$ cat src/rtl/cbci_params.svh
// Constants for the conditional branch, long call and indirect store executor
`ifndef CBCI_PARAMS_SVH
`define CBCI_PARAMS_SVH

// ****************************************************************
// Opcodes
// ****************************************************************
`define CBCI_OP_BIT_CLR   8'h30
`define CBCI_OP_CARRY_CLR 8'h50
`define CBCI_OP_ACC_NZ    8'h70
`define CBCI_OP_ACC_Z     8'h60
`define CBCI_OP_LONG_CALL     8'h12
`define CBCI_OP_STI_MASK  8'hFE
`define CBCI_OP_STI       8'h76
`define CBCI_OP_STA       8'hF6

// ****************************************************************
// Lengths and reset values
// ****************************************************************
`define CBCI_LEN2         16'h0002
`define CBCI_LEN3         16'h0003
`define CBCI_LEN1         16'h0001
`define CBCI_PC_RST       16'h0000
`define CBCI_SP_RST       8'h07
`define CBCI_SP_STEP      8'h01

`endif

$ cat src/rtl/cbci_pkg.sv
// Types shared by the executor
package cbci_pkg;

    // Instruction bytes as fetched by the core
    typedef struct packed {
        logic [7:0] op;
        logic [7:0] b2;
        logic [7:0] b3;
    } cbci_insn_s;

    // Data memory write request
    typedef struct packed {
        logic       we;
        logic [7:0] addr;
        logic [7:0] data;
    } cbci_mem_wr_s;

    // Execution phases
    typedef enum logic [1:0] {
        CBCI_IDLE,
        CBCI_PUSH_HI,
        CBCI_DONE
    } cbci_state_e;

endpackage : cbci_pkg
$ cat src/rtl/cbci_exec.sv
// Executor for conditional branches, long call and indirect stores
//
// What this block does
// - Bit-clear jump: pc+3, branch if bit 0
// - Carry-clear jump: branch when carry is 0
// - Acc-nonzero jump: pc+2, branch if nonzero
// - Acc-nonzero jump falls through when acc zero
// - Acc-zero jump: pc+2, branch if zero
// - Acc-zero jump falls through when nonzero
// - Long call reaches whole 64K space
// - Long call: byte2 high, byte3 low target
// - Immediate stored at pointer register address
// - Immediate store uses register 0/1, one cycle
// - Immediate store opcode 0111011r
// - Accumulator stored at pointer, register unchanged
// - Accumulator store opcode 1111011r, one cycle
`timescale 1ns/1ps
`include "cbci_params.svh"

module cbci_exec
    import cbci_pkg::*;
(
    // Clock and reset
    input  wire logic         clk,
    input  wire logic         rst_n,
    // Instruction issue
    input  wire logic         start,
    input  wire cbci_insn_s   insn,
    // Core state read by the instructions
    input  wire logic [7:0]   acc,
    input  wire logic         carry,
    input  wire logic         bit_value,
    input  wire logic [7:0]   ptr_reg0,
    input  wire logic [7:0]   ptr_reg1,
    // Results
    output logic              busy,
    output logic              done,
    output logic              illegal,
    output logic [15:0]       program_counter,
    output logic [7:0]        stack_pointer,
    output cbci_mem_wr_s      mem_wr
);

    // ****************************************************************
    // Decode
    // ****************************************************************
    logic              is_bit_clr;   // Jump if bit clear
    logic              is_carry_clr; // Jump if carry clear
    logic              is_acc_nz;    // Jump if accumulator nonzero
    logic              is_acc_z;     // Jump if accumulator zero
    logic              is_call;      // Long call
    logic              is_sti;       // Store immediate indirect
    logic              is_sta;       // Store accumulator indirect
    logic [7:0]        ptr_sel;      // Selected pointer register value
    logic              take;         // Branch condition met
    logic [15:0]       pc_adv;       // Program counter after advance
    logic [15:0]       disp;         // Sign-extended displacement
    logic [7:0]        disp_byte;    // Raw displacement byte
    logic [15:0]       ret_ff;       // Return address kept for high push
    logic [15:0]       tgt_ff;       // Call target kept for final load
    cbci_state_e       state_ff;     // Execution phase
    logic              issue;        // Start accepted this cycle
    logic              iss_jump;     // Accepted relative jump
    logic              iss_call;     // Accepted long call
    logic              iss_store;    // Accepted indirect store
    logic              iss_bad;      // Accepted code that is not handled

    assign is_bit_clr   = insn.op == `CBCI_OP_BIT_CLR;
    assign is_carry_clr = insn.op == `CBCI_OP_CARRY_CLR;
    assign is_acc_nz    = insn.op == `CBCI_OP_ACC_NZ;
    assign is_acc_z     = insn.op == `CBCI_OP_ACC_Z;
    assign is_call      = insn.op == `CBCI_OP_LONG_CALL;
    // Low opcode bit picks the pointer; only two encodings exist
    assign is_sti = (insn.op & `CBCI_OP_STI_MASK) == `CBCI_OP_STI;
    assign is_sta = (insn.op & `CBCI_OP_STI_MASK) == `CBCI_OP_STA;
    assign ptr_sel = insn.op[0] ? ptr_reg1 : ptr_reg0;

    // Advance length: three bytes for bit jump and call, else two
    always_comb begin
        if (is_bit_clr || is_call) begin
            pc_adv = program_counter + `CBCI_LEN3;
        end else begin
            pc_adv = program_counter + `CBCI_LEN2;
        end
    end

    // Bit jump carries its offset in byte 3, the others in byte 2
    assign disp_byte = is_bit_clr ? insn.b3 : insn.b2;
    assign disp = {{8{disp_byte[7]}}, disp_byte};

    // Branch conditions
    always_comb begin
        take = 1'b0;
        if (is_bit_clr) begin
            take = ~bit_value;
        end else if (is_carry_clr) begin
            take = ~carry;
        end else if (is_acc_nz) begin
            take = acc != 8'h00;
        end else if (is_acc_z) begin
            take = acc == 8'h00;
        end
    end

    assign busy = state_ff != CBCI_IDLE;

    // ****************************************************************
    // Sequencer, program counter and stack
    // ****************************************************************
    // Start counts only while idle; a start in a second cycle is dropped
    assign issue     = start && (state_ff == CBCI_IDLE);
    assign iss_jump  = issue && (is_bit_clr || is_carry_clr || is_acc_nz || is_acc_z);
    assign iss_call  = issue && is_call;
    assign iss_store = issue && (is_sti || is_sta);
    // Anything else is reported and otherwise leaves state alone
    assign iss_bad   = issue && !(is_bit_clr || is_carry_clr || is_acc_nz || is_acc_z
                                  || is_call || is_sti || is_sta);

    // Phase register: jumps and calls own a second cycle, stores do not
    always_ff @(posedge clk or negedge rst_n) begin
        if (!rst_n) begin
            state_ff <= CBCI_IDLE;
        end else begin
            case (state_ff)
                CBCI_IDLE: begin
                    if (iss_jump) begin
                        state_ff <= CBCI_DONE;
                    end else if (iss_call) begin
                        state_ff <= CBCI_PUSH_HI;
                    end
                end
                CBCI_PUSH_HI: begin
                    // High return byte is registered here and shows on the port in the next cycle
                    state_ff <= CBCI_IDLE;
                end
                CBCI_DONE: begin
                    // Second cycle of a two-cycle jump
                    state_ff <= CBCI_IDLE;
                end
                default: begin
                    // Unused code: fall back to idle rather than hang
                    state_ff <= CBCI_IDLE;
                end
            endcase
        end
    end

    // Program counter: jumps and stores move it at issue, a call at its end
    always_ff @(posedge clk or negedge rst_n) begin
        if (!rst_n) begin
            program_counter <= `CBCI_PC_RST;
        end else if (iss_jump) begin
            // Offset applies to the advanced address
            program_counter <= take ? pc_adv + disp : pc_adv;
        end else if (iss_store) begin
            // Immediate form is two bytes long, accumulator form one
            program_counter <= is_sti ? program_counter + `CBCI_LEN2
                                      : program_counter + `CBCI_LEN1;
        end else if (state_ff == CBCI_PUSH_HI) begin
            program_counter <= tgt_ff;
        end
    end

    // Stack pointer: one step before each pushed return byte
    always_ff @(posedge clk or negedge rst_n) begin
        if (!rst_n) begin
            stack_pointer <= `CBCI_SP_RST;
        end else if (iss_call || (state_ff == CBCI_PUSH_HI)) begin
            stack_pointer <= stack_pointer + `CBCI_SP_STEP;
        end
    end

    // Call operands held over for the second cycle
    always_ff @(posedge clk or negedge rst_n) begin
        if (!rst_n) begin
            ret_ff <= 16'h0000;
            tgt_ff <= 16'h0000;
        end else if (iss_call) begin
            ret_ff <= pc_adv;
            tgt_ff <= {insn.b2, insn.b3};
        end
    end

    // Data memory port: pushes and indirect stores, one-cycle strobe
    always_ff @(posedge clk or negedge rst_n) begin
        if (!rst_n) begin
            mem_wr <= '0;
        end else if (iss_call) begin
            // Low return byte first, at the incremented pointer
            mem_wr.we   <= 1'b1;
            mem_wr.addr <= stack_pointer + `CBCI_SP_STEP;
            mem_wr.data <= pc_adv[7:0];
        end else if (state_ff == CBCI_PUSH_HI) begin
            mem_wr.we   <= 1'b1;
            mem_wr.addr <= stack_pointer + `CBCI_SP_STEP;
            mem_wr.data <= ret_ff[15:8];
        end else if (iss_store) begin
            // Pointer register itself is never written
            mem_wr.we   <= 1'b1;
            mem_wr.addr <= ptr_sel;
            mem_wr.data <= is_sti ? insn.b2 : acc;
        end else begin
            mem_wr <= '0;
        end
    end

    // Completion strobes: one cycle for stores and unknown codes, two otherwise
    always_ff @(posedge clk or negedge rst_n) begin
        if (!rst_n) begin
            done    <= 1'b0;
            illegal <= 1'b0;
        end else begin
            done    <= iss_store || iss_bad
                       || (state_ff == CBCI_PUSH_HI) || (state_ff == CBCI_DONE);
            illegal <= iss_bad;
        end
    end
endmodule : cbci_exec

$ cat config.mk
export PLATFORM = sky130hd
export DESIGN_NAME = cbci_exec
export DESIGN_NICKNAME = d
export VERILOG_FILES = /design/src/rtl/cbci_pkg.sv /design/src/rtl/cbci_exec.sv
export VERILOG_INCLUDE_DIRS = /design/src /design/src/rtl
export SDC_FILE = /design/constraint.sdc
export NUM_CORES = 1
export LEC_CHECK = 0
export BUFFER_PORTS_ARGS = -buffer_cell sky130_fd_sc_hd__buf_2
export CAP_MARGIN = 15
export CELL_PAD_IN_SITES_DETAIL_PLACEMENT = 2
export CELL_PAD_IN_SITES_GLOBAL_PLACEMENT = 2
export CORE_AREA = 8 8 137 139
export DETAILED_ROUTE_END_ITERATION = 10
export DIE_AREA = 0 0 145 147
export PLACE_DENSITY_LB_ADDON = 0.12
export RECOVER_POWER = 25
export SLEW_MARGIN = 40
export SYNTH_ARGS = -nofsm -noshare
export SYNTH_HDL_FRONTEND = slang
export SYNTH_SLANG_ARGS = --single-unit
$ cat constraint.sdc
create_clock -name clk -period 3.8 [get_ports clk]
set_input_delay 0.76 -clock clk [delete_from_list [all_inputs] [get_ports clk]]
set_output_delay 0.76 -clock clk [all_outputs]
set_load 0.005 [all_outputs]
==> results <==
- The die span in x is 145 µm.
- The proportion of synthesized chip area in sequential cells is 35.64%.
- Across all hold checks on the routed design, the worst slack comes to 0.4722 ns.
- The largest driver fanout on the critical path is 4.
- After layout, the worst setup slack is -0.4773 ns.
- After clock tree synthesis, the clock-pin slew on the worst setup and hold paths is 0.06 ns.
- The longest clock path from root to sink contains 2 buffers.
- The clock latency on the worst-skew pair is 0.35 ns.
- For this run the aggregate overflow at the end of global routing stands at 0.
- Detailed routing inserted a total of 5255 vias.
- The total area of sequential cells is 1730 µm².
- The number of placement rows is 48.
- The area added between synthesis and finish is 45.52%.
- The number of antenna violations at the first check in global routing is 0.
- The total core area is 16760 µm².
- Data on the critical path arrives at its endpoint at 4.53 ns.
- The count of pins over their slew limit is 70.
- The cell area after technology mapping is 4855 µm².
- The effective utilization at floorplan is 28.97%.
- The H-tree generated during clock tree synthesis spans 3 levels.
- The final count of hold timing violations is 0.
- The first global-routing pass estimated 34510 µm of wire.
- The critical setup path kind is in -> reg.
- The clock tree from TritonCTS is done.
- The number of antenna cells inserted is 0.
- The count of maximum capacitance violations is 1.
- During I/O placement, the number of pins put on the boundary was 97.
- The number of nets still failing antenna checks after routing is 0.
- The required time of the worst setup path is 4.06 ns.
- The relative slew slack is -27.45%.
- Dividing the detail-routed wire length by the instance count gives 24.19 µm.
- The ratio of routed vias to standard cells is 5.308.
- The mean cell area of the mapped netlist is 8.532 µm².
- The chip height is 147 µm.
- For this run, design rule violations remaining after detail routing come to 0.
- STA classifies the critical path endpoint as a flop.
- After synthesis, the share of flip-flops with an asynchronous set or reset is 100.0%.
- The cell at the root of the clock tree is clkbuf_16.
- The total global-route track usage is 20.91%.
- At the end of routability-driven placement, the weighted congestion stood at 0.8738.
- Cells with a size suffix above 1 make up 38.30% of the layout.
- Entering global routing, the biggest net connects 70 pins.
- Setup repair after global routing could not meet its margin everywhere.
- The final reports fail on max-capacitance violations, max-slew violations, negative setup slack.
- Setup violations remaining at the end of the flow were counted as 11.
- The half-perimeter wire length after detailed placement is 17190 µm.
- The number of instances in the synthesized netlist is 569.
- The first detailed-routing pass ran for 4 iterations.
- In this run, CTS created clock tree buffers numbering 9.
- The dominant synthesized flop cell is dfrtp_1.
- The critical path launch point type is an input port.
- Between clock sinks in the finished design, the worst skew comes to 0.007219 ns.
- Of the available clock period, the critical path in the final layout requires 112.6%.
- The maximum VDD drop is 266.0 µV.
- The number of nets handed over by synthesis was 643.
- The cell area power density is 491.9 nW/µm².
- The maximum clock frequency is 233.8 MHz.
- The area of the multi-input gates is 3314 µm².
- The synthesized design contains 0 enable-type register cells.
- Hold repair after CTS inserted 0 buffers.
- The count of unique library cells instantiated by Yosys is 65.
- The net count of the finished layout is 834.
- The filler cells instantiated in the layout total 1858.
- At the end of the flow the core is filled with cells to 42.16%.
- The actual slew at the worst max-slew pin is 1.912 ns.
- The number of global-route vias before repair was 5751.
- Buffers placed on the I/O ports in this run total 96.
- In this run, the number of DRC markers left after iteration 0 of detailed routing was 185.
- The worst hold path class is reg -> reg.
- The clock period minus worst slack is 4.277 ns.
- For this run, the number of Yosys warnings is 0.
- The reported leakage power is 3.353 nW.
- The total die area is 21320 µm².
- The routed design has 23950 µm of wire.
- CTS saw 69 sinks.
- The run finished, with violations left.
- Counting flops and latches in the post-synthesis netlist gives 69.
==> worst max-delay path, cell delays in order <==
cell and delay, ns:
buf_6 0.09, or4_4 0.57, or4_4 0.63, mux2_2 0.32
inv_1 0.10, fa_2 0.42, nor2b_4 0.14, o21ai_2 0.07
a21boi_2 0.20, inv_2 0.08, o211a_4 0.25, o41ai_4 0.28
a21oi_2 0.15, o21bai_2 0.17, xnor2_2 0.08, a221oi_2 0.20
==> metal layers <==
layer | part of all wire (%) | track usage (%) | vias to the layer above | wire length (µm)
met5 | 0 | 0 | - | 0
met2 | 52 | 36.59 | 113 | 12400
met1 | 43 | 25.91 | 2695 | 10250
met4 | 2.1 | 5.734 | 0 | 510
met3 | 3.3 | 3.599 | 28 | 787
li1 | - | - | 2419 | -
==> where the power goes <==
group | switching [mW] | internal [mW]
combinational | 0.862 | 0.876
sequential | 0.0846 | 0.792
clock | 0.355 | 0.504
total | 1.30 | 2.17
==> sequential cells by signal, indices dropped and copies added (netlist names) <==
signal and cells:
done 1, illegal 1, mem_wr 17, program_counter 16
ret_ff 8, stack_pointer 8, state_ff 2, tgt_ff 16
==> path summary, 6_finish.rpt <==
| check | startpoint | endpoint | slack [ns] | cells after the start |
|---|---|---|---|---|
| worst max-delay path | insn[16] | program_counter[12] | -0.48 | 16 |
| worst min-delay path | tgt_ff[6] | tgt_ff[6] | 0.47 | 2 |
| worst max register to register | program_counter[0] | program_counter[12] | 0.13 | 15 |
| worst min register to register | tgt_ff[6] | tgt_ff[6] | 0.47 | 2 |
| max in group asynchronous | rst_n | program_counter[7] | 1.72 | 1 |
| min in group asynchronous | rst_n | done | 0.91 | 1 |
==> through the flow <==
stage / power [mW] / std cells / area [µm²] / setup slack, ns / TNS [ns]
after detailed placement: 2.110 / 950 / 6238 / -0.9001 / -6.778
after global routing: 3.647 / 990 / 7064 / -0.6007 / -4.767
after floorplan: 1.508 / 569 / 4941 / -0.5815 / -3.435
final: 3.475 / 990 / 7064 / -0.4773 / -3.649
after global placement: 2.062 / 950 / 6230 / -0.7267 / -5.470
after CTS: 3.105 / 975 / 6668 / -0.4393 / -2.620
==> cell usage after synthesis, drive strengths merged, types with 4 or more instances <==
master | number | area [µm²]
a22oi | 4 | 30.03
a211oi | 7 | 52.55
o211ai | 11 | 82.58
a31oi | 6 | 37.54
ha | 20 | 250.2
and3 | 4 | 25.02
o21ai | 37 | 185.2
a221o | 5 | 50.05
and2 | 4 | 25.02
clkbuf | 25 | 93.84
nor2b | 7 | 43.79
nand3 | 22 | 110.1
xor2 | 13 | 113.9
o22ai | 8 | 50.05
mux2 | 7 | 78.83
xnor2 | 27 | 236.5
inv | 18 | 67.56
dfrtp | 66 | 1652
nor4 | 5 | 31.28
mux2i | 26 | 272.8
a21oi | 23 | 118.9
or3 | 6 | 37.54
nor2 | 44 | 165.2
nand2 | 106 | 397.9
nor3 | 16 | 80.08
==> placed cells by master, fill, tap and decap left out, drive strengths merged, types with 3 or more instances in the layout <==
master,count
and3,4
o41ai,3
a31oi,6
inv,18
buf,207
clkbuf,10
nor4,5
xor2,13
nand2,106
nor2,44
xnor2,27
a211oi,7
and2,4
or4,3
a22oi,4
dfrtp,66
mux2,7
o221ai,3
o211ai,11
nor2b,7
mux2i,26
nor3,16
ha,20
nand2b,3
clkinv,6
dfstp,3
a21oi,23
o2111ai,3
nand3,22
o22ai,8
a221o,5
or3,6
o21ai,37
==> kinds of logic (layout without fill, tap and decap cells) <==
kind of cell / after synthesis / count (layout) / share of synthesized area, %
AOI/OAI and AO/OA: 131 / 131 / 18.71
xor gates and xnor gates: 41 / 41 / 7.680
adders and majority gates: 22 / 22 / 5.773
buffers and inverters: 47 / 243 / 4.098
DFF: 69 / 69 / 35.64
muxes: 33 / 33 / 7.242
and+or+nand+nor: 226 / 226 / 20.85
==> layout make-up <==
type	instances	share of cell area [%]
clock inverters	7	0.9387
repair buffers	208	19.47
inverters	19	1.010
flip-flops and latches	69	24.50
multi-input cells	453	46.92
clock buffers	9	3.188
well taps	225	3.985
==> what timing repair did <==
action,CTS,global route
gates resized for setup,17,52
pin swaps,15,26
setup buffers,14,16
setup endpoints to repair,9,11
Note: power is estimated with default switching activity, not from simulation.
